==> src/shared/irq_accept_pkg.sv <==
package irq_accept_pkg;
    localparam int  LVL_W       = 3;
    localparam logic [2:0] LVL_DISABLED = 3'h0;
    localparam int  FLG_W       = 16;
    localparam int  PC_W        = 20;
    localparam int  VEC_W       = 6;
    // Flag register bit positions
    localparam int  FLG_D_POS   = 2;
    localparam int  FLG_U_POS   = 7;
    localparam int  FLG_I_POS   = 6;
    localparam int  FLG_IPL_LO  = 12;
    localparam logic [FLG_W-1:0] FLG_RESET = 16'h0000;
    // Fixed address read to fetch interrupt information
    localparam logic [PC_W-1:0] INFO_ADDR = 20'h00000;
    // Software interrupt numbers that keep the stack select flag
    localparam logic [VEC_W-1:0] SWI_KEEP_LO = 6'h20;
    localparam logic [VEC_W-1:0] SWI_KEEP_HI = 6'h3F;

    // Gray coded along the entry path
    typedef enum logic [2:0] {
        ST_IDLE  = 3'b000,
        ST_INFO  = 3'b001,
        ST_SAVE  = 3'b011,
        ST_CLEAR = 3'b010,
        ST_PUSHF = 3'b110,
        ST_PUSHP = 3'b111,
        ST_LDIPL = 3'b101,
        ST_JUMP  = 3'b100
    } entry_state_t;
endpackage

==> src/hw/irq_accept_seq.sv <==
`timescale 1ns/1ps
// Behaviour
// - Global enable gates all maskable sources
// - Global enable resets to zero
// - Source request sets its pending bit
// - Pending bit cleared after acceptance
// - Eligible only if level above processor level
// - Three-bit level; zero disables, seven highest
// - Processor level n admits n+1 upward
// - Accept needs enable, pending, higher level
// - Enable, pending, levels, processor level independent
// - Arbitrate at instruction end, enter next cycle
// - Suspend string and accumulate instructions
// - Read info address, then clear request
// - Copy flags into hidden temporary register
// - Clear enable, debug, stack select flags (stack select kept for software numbers 20h to 3Fh)
// - Push saved flags, then program counter
// - Load processor level with accepted level (hardware sources only; software interrupts keep it)
// - Continue at interrupt routine start
// - Equal levels resolved by fixed priority
module irq_accept_seq
    import irq_accept_pkg::*;
#(
    parameter int N_SRC = 8
) (
    input  wire logic                   REF_CLK,
    input  wire logic                   RST_B,
    input  wire logic                   CLK_EN,
    // Peripheral request pulses
    input  wire logic [N_SRC-1:0]       SRC_REQ,
    // Software access to control fields
    input  wire logic [N_SRC-1:0]       PEND_CLR,
    input  wire logic                   LVL_WR,
    input  wire logic [$clog2(N_SRC)-1:0] LVL_IDX,
    input  wire logic [LVL_W-1:0]       LVL_DATA,
    input  wire logic                   FLG_WR,
    input  wire logic [FLG_W-1:0]       FLG_DATA,
    // Pipeline status
    input  wire logic                   INSTR_DONE,
    input  wire logic                   INSTR_SUSPENDABLE,
    input  wire logic                   SWI_REQ,
    input  wire logic [VEC_W-1:0]       SWI_NUM,
    input  wire logic [PC_W-1:0]        CUR_PC,
    input  wire logic [PC_W-1:0]        VEC_ADDR,
    input  wire logic                   BUS_ACK,
    // Outputs
    output logic [N_SRC-1:0]            PEND,
    output logic [N_SRC*LVL_W-1:0]      LEVELS,
    output logic [FLG_W-1:0]            FLAG_REGISTER,
    output logic                        IN_ENTRY,
    output logic                        SUSPEND,
    output logic                        INFO_RD,
    output logic [PC_W-1:0]             INFO_ADDR_OUT,
    output logic                        PUSH_VALID,
    output logic [FLG_W-1:0]            PUSH_FLG,
    output logic                        PUSH_IS_PC,
    output logic [PC_W-1:0]             PUSH_PC,
    output logic [VEC_W-1:0]            ACC_NUM,
    output logic                        FETCH_JUMP,
    output logic [PC_W-1:0]             FETCH_ADDR
);
    localparam int IW = $clog2(N_SRC);

    entry_state_t             state_ff, nxt_state;
    logic [N_SRC-1:0]         pend_ff, nxt_pend;
    logic [N_SRC*LVL_W-1:0]   lvl_ff;
    logic [FLG_W-1:0]         flg_ff, nxt_flg;
    logic [FLG_W-1:0]         tmp_flg_ff;
    logic [IW-1:0]            cap_idx_ff;
    logic [LVL_W-1:0]         cap_lvl_ff;
    logic                     cap_swi_ff;
    logic [VEC_W-1:0]         cap_num_ff;
    logic [PC_W-1:0]          pc_ff;
    logic                     push_v_ff, push_pc_ff;
    logic [FLG_W-1:0]         push_flg_ff;
    logic [PC_W-1:0]          push_pc_val_ff;
    logic                     jump_ff;
    logic [PC_W-1:0]          jump_addr_ff;

    logic                     found;
    logic [IW-1:0]            win_idx;
    logic [LVL_W-1:0]         win_lvl;
    logic                     gie;
    logic [LVL_W-1:0]         processor_priority_level;
    logic                     idle;
    logic                     take_hw;
    logic                     take_any;
    logic                     step;

    function automatic logic [FLG_W-1:0] set_ipl(
        input logic [FLG_W-1:0] f,
        input logic [LVL_W-1:0] l
    );
        logic [FLG_W-1:0] r;
        r = f;
        r[FLG_IPL_LO +: LVL_W] = l;
        return r;
    endfunction

    // Flag fields decoded once
    assign gie  = flg_ff[FLG_I_POS];
    assign processor_priority_level  = flg_ff[FLG_IPL_LO +: LVL_W];
    assign idle = (state_ff == ST_IDLE);

    irq_prio_arbiter #(
        .N_SRC (N_SRC)
    ) u_arb (
        .pend    (pend_ff),
        .levels  (lvl_ff),
        .processor_priority_level     (processor_priority_level),
        .gie     (gie),
        .found   (found),
        .win_idx (win_idx),
        .win_lvl (win_lvl)
    );

    // Sample only at an instruction boundary or a suspendable point
    assign take_hw  = idle && found
                      && (INSTR_DONE || INSTR_SUSPENDABLE);
    assign take_any = idle && (SWI_REQ && INSTR_DONE || take_hw);
    // Bus steps wait on acknowledge, internal steps do not
    assign step = (state_ff == ST_INFO || state_ff == ST_PUSHF
                   || state_ff == ST_PUSHP) ? BUS_ACK : 1'b1;

    // Entry walk
    always_comb begin
        nxt_state = state_ff;
        case (state_ff)
            ST_IDLE:  if (take_any) nxt_state = ST_INFO;
            ST_INFO:  if (step) nxt_state = ST_SAVE;
            ST_SAVE:  nxt_state = ST_CLEAR;
            ST_CLEAR: nxt_state = ST_PUSHF;
            ST_PUSHF: if (step) nxt_state = ST_PUSHP;
            ST_PUSHP: if (step) nxt_state = ST_LDIPL;
            ST_LDIPL: nxt_state = ST_JUMP;
            ST_JUMP:  nxt_state = ST_IDLE;
            default:  nxt_state = ST_IDLE;
        endcase
    end

    // Pending: set wins over any clear in the same cycle
    always_comb begin
        nxt_pend = pend_ff & ~PEND_CLR;
        if (state_ff == ST_INFO && step && !cap_swi_ff) begin
            nxt_pend[cap_idx_ff] = 1'b0;
        end
        nxt_pend = nxt_pend | SRC_REQ;
    end

    // Flag updates: software write, clear step, level load
    always_comb begin
        nxt_flg = FLG_WR ? FLG_DATA : flg_ff;
        if (state_ff == ST_CLEAR) begin
            nxt_flg[FLG_I_POS] = 1'b0;
            nxt_flg[FLG_D_POS] = 1'b0;
            if (!(cap_swi_ff && cap_num_ff >= SWI_KEEP_LO
                  && cap_num_ff <= SWI_KEEP_HI)) begin
                nxt_flg[FLG_U_POS] = 1'b0;
            end
        end
        if (state_ff == ST_LDIPL && !cap_swi_ff) begin
            nxt_flg = set_ipl(nxt_flg, cap_lvl_ff);
        end
    end

    // State and sticky control
    always_ff @(posedge REF_CLK or negedge RST_B) begin
        if (!RST_B) begin
            state_ff <= ST_IDLE;
            pend_ff  <= '0;
            flg_ff   <= FLG_RESET;
        end else if (CLK_EN) begin
            state_ff <= nxt_state;
            pend_ff  <= nxt_pend;
            flg_ff   <= nxt_flg;
        end
    end

    // Level fields, written one source at a time
    always_ff @(posedge REF_CLK or negedge RST_B) begin
        if (!RST_B) begin
            lvl_ff <= '0;
        end else if (CLK_EN && LVL_WR) begin
            lvl_ff[LVL_IDX*LVL_W +: LVL_W] <= LVL_DATA;
        end
    end

    // Winner frozen at acceptance so later requests cannot disturb it
    always_ff @(posedge REF_CLK or negedge RST_B) begin
        if (!RST_B) begin
            cap_idx_ff <= '0;
            cap_lvl_ff <= LVL_DISABLED;
            cap_swi_ff <= 1'b0;
            cap_num_ff <= '0;
            pc_ff      <= '0;
        end else if (CLK_EN && take_any) begin
            cap_idx_ff <= win_idx;
            cap_lvl_ff <= win_lvl;
            cap_swi_ff <= !take_hw;
            cap_num_ff <= take_hw ? VEC_W'(win_idx) : SWI_NUM;
            pc_ff      <= CUR_PC;
        end
    end

    // Hidden copy of flags as they stood before entry
    always_ff @(posedge REF_CLK or negedge RST_B) begin
        if (!RST_B) begin
            tmp_flg_ff <= FLG_RESET;
        end else if (CLK_EN && state_ff == ST_SAVE) begin
            tmp_flg_ff <= flg_ff;
        end
    end

    // Push data held steady from flops while the bus waits
    always_ff @(posedge REF_CLK or negedge RST_B) begin
        if (!RST_B) begin
            push_v_ff      <= 1'b0;
            push_pc_ff     <= 1'b0;
            push_flg_ff    <= FLG_RESET;
            push_pc_val_ff <= '0;
        end else if (CLK_EN) begin
            push_v_ff      <= (nxt_state == ST_PUSHF)
                              || (nxt_state == ST_PUSHP);
            push_pc_ff     <= (nxt_state == ST_PUSHP);
            push_flg_ff    <= tmp_flg_ff;
            push_pc_val_ff <= pc_ff;
        end
    end

    // Redirect fetch to the routine once entry ends
    always_ff @(posedge REF_CLK or negedge RST_B) begin
        if (!RST_B) begin
            jump_ff      <= 1'b0;
            jump_addr_ff <= '0;
        end else if (CLK_EN) begin
            jump_ff      <= (state_ff == ST_JUMP);
            jump_addr_ff <= VEC_ADDR;
        end
    end

    // Output drive
    assign PEND          = pend_ff;
    assign LEVELS        = lvl_ff;
    assign FLAG_REGISTER           = flg_ff;
    assign IN_ENTRY      = !idle;
    // Only flag a suspension on a cycle that really advances the walk
    assign SUSPEND       = take_hw && !INSTR_DONE && CLK_EN;
    assign INFO_RD       = (state_ff == ST_INFO);
    assign INFO_ADDR_OUT = INFO_ADDR;
    assign PUSH_VALID    = push_v_ff;
    assign PUSH_IS_PC    = push_pc_ff;
    assign PUSH_FLG      = push_flg_ff;
    assign PUSH_PC       = push_pc_val_ff;
    assign ACC_NUM       = cap_num_ff;
    assign FETCH_JUMP    = jump_ff;
    assign FETCH_ADDR    = jump_addr_ff;
endmodule

==> src/hw/irq_prio_arbiter.sv <==
`timescale 1ns/1ps
// Picks the highest eligible level; ties go to the lower source index,
// which is taken as the higher fixed hardware priority.
module irq_prio_arbiter
    import irq_accept_pkg::*;
#(
    parameter int N_SRC = 8
) (
    input  wire logic [N_SRC-1:0]       pend,
    input  wire logic [N_SRC*LVL_W-1:0] levels,
    input  wire logic [LVL_W-1:0]       processor_priority_level,
    input  wire logic                   gie,
    output logic                        found,
    output logic [$clog2(N_SRC)-1:0]    win_idx,
    output logic [LVL_W-1:0]            win_lvl
);
    localparam int IW = $clog2(N_SRC);

    // Scan from the lowest priority upward so the last hit wins
    always_comb begin
        found   = 1'b0;
        win_idx = '0;
        win_lvl = LVL_DISABLED;
        for (int i = N_SRC - 1; i >= 0; i--) begin
            if (gie && pend[i]
                && levels[i*LVL_W +: LVL_W] > processor_priority_level
                && (!found || levels[i*LVL_W +: LVL_W] >= win_lvl)) begin
                found   = 1'b1;
                win_idx = IW'(i);
                win_lvl = levels[i*LVL_W +: LVL_W];
            end
        end
    end
endmodule

==> config.mk <==
export PLATFORM = sky130hd
export DESIGN_NAME = irq_accept_seq
export DESIGN_NICKNAME = d
export VERILOG_FILES = /design/src/shared/irq_accept_pkg.sv /design/src/hw/irq_accept_seq.sv /design/src/hw/irq_prio_arbiter.sv
export SDC_FILE = /design/constraint.sdc
export NUM_CORES = 1
export LEC_CHECK = 0
export ABC_AREA = 1
export BUFFER_PORTS_ARGS = -buffer_cell sky130_fd_sc_hd__buf_4
export CORE_UTILIZATION = 48
export CTS_CLUSTER_DIAMETER = 40
export DETAILED_ROUTE_END_ITERATION = 12
export PLACE_DENSITY = 0.86
export REMOVE_ABC_BUFFERS = 1
export SYNTH_ARGS = -nofsm -noshare
export SYNTH_HDL_FRONTEND = slang
export SYNTH_SLANG_ARGS = --single-unit
==> constraint.sdc <==
create_clock -name REF_CLK -period 7.9 [get_ports REF_CLK]
set_input_delay 1.975 -clock REF_CLK [delete_from_list [all_inputs] [get_ports REF_CLK]]
set_output_delay 1.975 -clock REF_CLK [all_outputs]
set_load 0.05 [all_outputs]
# [After elaboration in Yosys (flattened, before gate mapping)]
# Index checks and enable logic that the tools add are counted.
[word_totals] in_bits=93 output_inout_bits=136 reg_bits=159 wordCells=158
[classes] mul=1 n_eq_ne=9 order_cmp=19 n_bitwise=5 n_addsub=1 shifts=2 n_reduce_logical=64 muxes=40
[op_table] operator="2-to-1 mux 3 bit" n=20
[op_table] operator="logical AND 1 bit" n=38
[op_table] operator="negator 5 -> 34 bit" n=1
[op_table] operator="variable shift 3 x 34 -> 24 bit, first input constant" n=1
[op_table] operator="indexed part select 3 x 34 -> 24 bit" n=1
[op_table] operator="bitwise mux 24 bit" n=1
[op_table] operator="greater-than comparator 3 bit" n=8
[op_table] operator="case mux 3 bit (8 select lines)" n=1
[op_table] operator=">= comparator 3 bit" n=7
[op_table] operator="== test 3 bit, second input constant" n=6
[op_table] operator="AND 8 bit" n=2
[op_table] operator="2-to-1 mux 16 bit" n=1
[op_table] operator="NOT 8 bit" n=2
[op_table] operator="2-to-1 mux 15 bit" n=1
[op_table] operator="logical OR 1 bit" n=12
[op_table] operator="2-to-1 mux 1 bit" n=12
[op_table] operator="zero test 1 bit" n=11
[op_table] operator="2-to-1 mux 8 bit" n=1
[op_table] operator="bitwise OR 8 bit" n=1
[op_table] operator="== test 3 x 2 -> 1 bit, second input constant" n=2
[op_table] operator=">= comparator 6 bit, second input constant" n=1
[op_table] operator="less-or-equal comparator 6 bit, second input constant" n=1
[op_table] operator="2-to-1 mux 6 bit" n=1
[op_table] operator="multiplier 3 x 2 -> 5 bit, second input constant" n=1
[op_table] operator="other kinds (8)" n=8

# [Longest topological paths before layout]
[logic_depth] ltp_word=39 depth_mapped=76 depth_no_buf=76

# [Modules after synthesis]
# From an unflattened synthesis, not the netlist that was laid out.
[hier_totals] cells_unflattened=1078 hier_area_um2=8453.1
[modules_own_cells] mod="irq_accept_seq" cells_each=804 area_per_inst_um2=6767.7 seq_area_each_um2=3978.8 instances=1
[modules_own_cells] mod="irq_prio_arbiter" cells_each=274 area_per_inst_um2=1685.4 seq_area_each_um2=0.0 instances=1

# [Least setup slack after synthesis]
# No wires, ideal clock.
[synth_path] path_kind="flip-flop to flip-flop" from="register flg_ff[14] (netlist: FLAG_REGISTER[14])" to="register cap_num_ff[1] (netlist: ACC_NUM[1])" stages_incl_launch_ff=67 setup_slack_ps=-714 period_less_slack_ps=8614 t_arrival_ps=8549 setup_ps=66 t_required_ps=7834 n_path_buf=0 path_cell_list="dfrtp_1 > inv_1 > ha_1 > nand2_1 > nor2_1 > nor2_1 > nor2_1 > nand2_1 > ha_1 > and3_1 > nor2_1 > nand2_1 > nand2_1 > nand2_1 > and2_1 > ha_1 > and3_1 > nor2_1 > [31 not listed] > inv_1 > a21boi_0 > o21ai_0 > nand3_1 > nand2_1 > inv_1 > nand2_1 > nand2_1 > ha_1 > o21ai_0 > nand2_1 > a21oi_1 > nand2_1 > nand2_1 > nand3_1 > nand2_1 > o211ai_1 > nand2_1"
[synth_between] elab_chain_cells=36 word_cells_on_any_way=73 classes_between="order compare (15); mux (24); reduce/logical (34)"
[synth_rtl] item="start, declared" line="irq_accept_seq.sv:67" rtl="logic [FLG_W-1:0] flg_ff, nxt_flg;"
[synth_rtl] item="start signal, assigned" line="irq_accept_seq.sv:175" rtl="flg_ff <= nxt_flg;"
[synth_rtl] item="greater-than comparator 3 bit" line="irq_prio_arbiter.sv:26" rtl="&& levels[i*LVL_W +: LVL_W] > processor_priority_level"
[synth_rtl] item="logical AND 1 bit" line="irq_prio_arbiter.sv:26"
[synth_rtl] item="2-to-1 mux 3 bit / 2-to-1 mux 1 bit (equally long branches)" line="irq_prio_arbiter.sv:25" rtl="if (gie && pend[i]"
[synth_rtl] item=">= comparator 3 bit / zero test 1 bit (equally long branches)" line="irq_prio_arbiter.sv:27" rtl="&& (!found || levels[i*LVL_W +: LVL_W] >= win_lvl)) begin"
[synth_rtl] item="logical OR 1 bit" line="irq_prio_arbiter.sv:27"
[synth_rtl] item="logical AND 1 bit" line="irq_prio_arbiter.sv:27"
[synth_rtl] item="2-to-1 mux 3 bit / 2-to-1 mux 1 bit (equally long branches)" line="irq_prio_arbiter.sv:25"
[synth_rtl] item=">= comparator 3 bit / zero test 1 bit (equally long branches)" line="irq_prio_arbiter.sv:27"
[synth_rtl] item="[20 not listed]"
[synth_rtl] item="logical OR 1 bit" line="irq_prio_arbiter.sv:27"
[synth_rtl] item="logical AND 1 bit" line="irq_prio_arbiter.sv:27"
[synth_rtl] item="2-to-1 mux 1 bit" line="irq_prio_arbiter.sv:25"
[synth_rtl] item="logical AND 1 bit" line="irq_accept_seq.sv:118" rtl="assign take_hw = idle && found"
[synth_rtl] item="logical AND 1 bit" line="irq_accept_seq.sv:119" rtl="&& (INSTR_DONE || INSTR_SUSPENDABLE);"
[synth_rtl] item="logical OR 1 bit" line="irq_accept_seq.sv:120" rtl="assign take_any = idle && (SWI_REQ && INSTR_DONE || take_hw);"
[synth_rtl] item="logical AND 1 bit" line="irq_accept_seq.sv:120"
[synth_rtl] item="logical AND 1 bit" line="irq_accept_seq.sv:196" rtl="end else if (CLK_EN && take_any) begin"
[synth_rtl] item="end signal, assigned" line="irq_accept_seq.sv:200" rtl="cap_num_ff <= take_hw ? VEC_W'(win_idx) : SWI_NUM;"
[synth_rtl] item="end, declared" line="irq_accept_seq.sv:72" rtl="logic [VEC_W-1:0] cap_num_ff;"
# Several ways; a longest one is shown, not always the timed one.
# A chain may end at the register's enable or synchronous reset.

# [Worst setup path in the final report]
[layout_path] from="register flg_ff[13] (netlist: FLAG_REGISTER[13])" to="register cap_num_ff[2] (netlist: ACC_NUM[2])"
# The elaborated chain is that of the path after synthesis.

==> results.cfg <==
[timing]
relSlewSlack_pct = 28.0
period_needed_ns = 8.90
rsz0062_at_grt = yes
fmax_ghz = 0.112
slew_viol_final = 0
setup_tns_ns = -8.38
fin_ws_ns = -1.00
fin_skew_ns = 0.0117
setup_viol = 9
hold_viol_final = 0
worstMarginPinSlew_ns = 1.08
finalCritPeriodShare_pct = 113

[synthesis]
syn_inst = 992
synth_top_family_by_area = simple AND/OR/NAND/NOR gates
synth_area_sq_um = 8080
muxShareOfSynthArea_pct = 0
synth_xor_area_share_pct = 0.108
yosysWarnings = 0
avgSynthCellArea_sq_um = 8.14
ys_seq_elements = 159
synth_edf_count = 0
synthSimpleGateAreaFrac_pct = 27.0
synthFlopType = dfrtp_1
synth_cell_types = 38
yosys.area_share.adder_pct = 7.44
async_flop_share_pct = 100
synth-compound-area-share_pct = 8.35
ys_seq_area_share_pct = 49.3

[clock_tree]
root_buffer = clkbuf_16
cts_tree = built
path_clk_slew_ns = 0.07
htree_levels = 4
hold_buffers = 0
clk-insertion-delay-late_ns = 0.43
cts.sinks = 159
cts_made_buffers = 17
cts_buffer_depth = 2

[worst_setup_path]
crit_path_start_kind = flop
critPathKind = flop to flop
worstPathRequired_ns = 8.26
max_stage_delay_ns = 0.42
critical_path_depth = 69
rrSetupSlack_ns = -1.00
path_common_cell = buf_4
crit_buf_inv = 16
cpMaxStageDelayCell = dfrtp_1
end_kind = flop
worst-r2r-cell-count = 69
critPathTopFamily = simple AND/OR/NAND/NOR gates
path_max_fanout = 4
critPathArrivalTime_ns = 9.26

[finish]
area_growth_pct = 48.3
final_common_cell = nand2_1
ff_latch_area_sq_um = 3980
final_cell_mix = nand2_1 (354), buf_4 (336), dfrtp_1 (159), inv_1 (69), o21ai_0 (61)
utilization_pct = 72.5
n_fill_cell = 1141
drive_above_1_share_pct = 38.0
multi_input_area_sq_um = 4200
n_antenna_cell = 0
final_nets = 1464

[drt]
vias = 8498
drt_first_pass_iters = 6
vias_per_cell = 5.46
drc = 0
routed_wl_mm = 29.1
ant_nets = 0
avgRoutedWirePerCell_um = 18.7
drtIter0Drc = 892

[power]
peakVddDrop_mv = 0.207
p_leak_nw = 6.39
power-per-cell-area_nw_per_um2 = 348

[global_route]
grt.overflow.total = 0
grt_util_all_layers_pct = 30.7
grt_max_degree = 94
grt_first_pass_wirelength_mm = 41.5
first_global_vias = 8192
antenna_found_initial = 0

[floorplanning]
start_util_pct = 48.9
die_h_um = 132
rows = 47
core_area_sq_um = 16500
die-area_sq_um = 17300
fp.dieW_um = 132
ios = 229

[worst_hold_path]
hp-class = flop to flop
holdPathStages = 2

[run]
cap_violations = 0

[placed_design]
gp_congestion = 0.867
dp_hpwl_mm = 16.1
portBuffers = 208

[status]
status = complete, but fails checks
violations = setup timing
==> cells by family (layout without fill, tap and decap cells) <==
group           Yosys count  in the layout
flops                   159            159
xor+xnor                  1              1
compound gates          119            119
simple gates            528            528
other cells               1             20
buf+inv                 136            461
fa+ha+maj                48             48
==> synthesized netlist by cell type, types with 2 or more instances <==
master,n,area share [%]
nand2_1,386,18
dfrtp_1,159,49
inv_1,78,3.6
o21ai_0,68,4.2
nand3_1,57,3.5
ha_1,48,7.4
nor2_1,36,1.7
a21oi_1,26,1.6
clkbuf_1,22,1.0
buf_4,21,2.0
nor3_1,12,0.74
nand4_1,9,0.70
a22o_1,8,0.87
and2_1,8,0.62
inv_2,7,0.33
nand2_2,6,0.46
o21ai_1,5,0.31
buf_6,4,0.56
nor4_1,4,0.31
buf_2,3,0.19
o211ai_1,3,0.28
a211oi_1,2,0.19
a31oi_1,2,0.15
and3_1,2,0.15
nand3b_1,2,0.19
or2_2,2,0.15
==> worst reg2reg max path, delay by kind of cell, from the launching register on <==
family | cells | cell delay, ns
simple gates | 36 | 3.56
fa+ha+maj | 7 | 1.88
buf+inv | 16 | 1.87
compound gates | 10 | 1.09
flops | 1 | 0.42
==> final timing paths <==
path	from	end
worst max-delay path	FLAG_REGISTER[13]	ACC_NUM[2]
worst min-delay path	pc_ff[11]	PUSH_PC[11]
worst max register to register	FLAG_REGISTER[13]	ACC_NUM[2]
worst min register to register	pc_ff[11]	PUSH_PC[11]
max in group asynchronous	RST_B	PUSH_IS_PC
min in group asynchronous	RST_B	FETCH_ADDR[15]
==> flip-flops by register name, indices dropped and copies added, names as in the netlist <==
signal / cells
ACC_NUM: 6
FETCH_ADDR: 20
FETCH_JUMP: 1
FLAG_REGISTER: 16
LEVELS: 24
PEND: 8
PUSH_FLG: 16
PUSH_IS_PC: 1
PUSH_PC: 20
PUSH_VALID: 1
cap_idx_ff: 3
cap_lvl_ff: 3
cap_swi_ff: 1
pc_ff: 20
state_ff: 3
tmp_flg_ff: 16
==> per-stage QoR <==
step           setup WS [ns]  hold slack, ns  instance area, sq um  total power [mW]  std cells
5_1_grt                -1.30           0.487                 12000              4.33       1556
3_5_place_dp          -0.927           0.457                 10100              2.89       1447
6_report               -1.00           0.472                 12000              4.16       1556
4_1_cts               -0.119           0.473                 11600              3.91       1550
3_3_place_gp          -0.376           0.453                 10100              2.83       1447
2_1_floorplan         -0.740           0.442                  7850              2.29        961
==> where the power goes <==
part	total, mW	switching [mW]	internal, mW
logic	2.08	1.34	0.746
clock network	0.819	0.366	0.454
registers	1.26	0.201	1.06
==> repair_timing <==
item,in CTS,in global routing
endpoints found under the setup margin,9,9
gates cloned,0,0
pin swaps,46,60
buffers inserted,71,6
gates resized for setup,83,68
==> final cells by class <==
cell class	instances	area share [%]
inverter	86	2.74
clock inverter	14	1.23
timing repair buffer	343	21.7
clock buffer	18	3.67
sequential	159	33.2
tap	220	2.30
multi-input combinational	716	35.1
==> layer usage <==
metal	global-route usage (%)	share of wire [%]	vias to the layer above	wire length, um
met5	0	0	-	0
met4	20.7	7.5	0	2170
met3	6.87	8.7	200	2520
met2	50.4	47	554	13500
met1	36.1	37	3930	10800
li1	-	-	3814	-
Power figures use the tool's default switching activity.
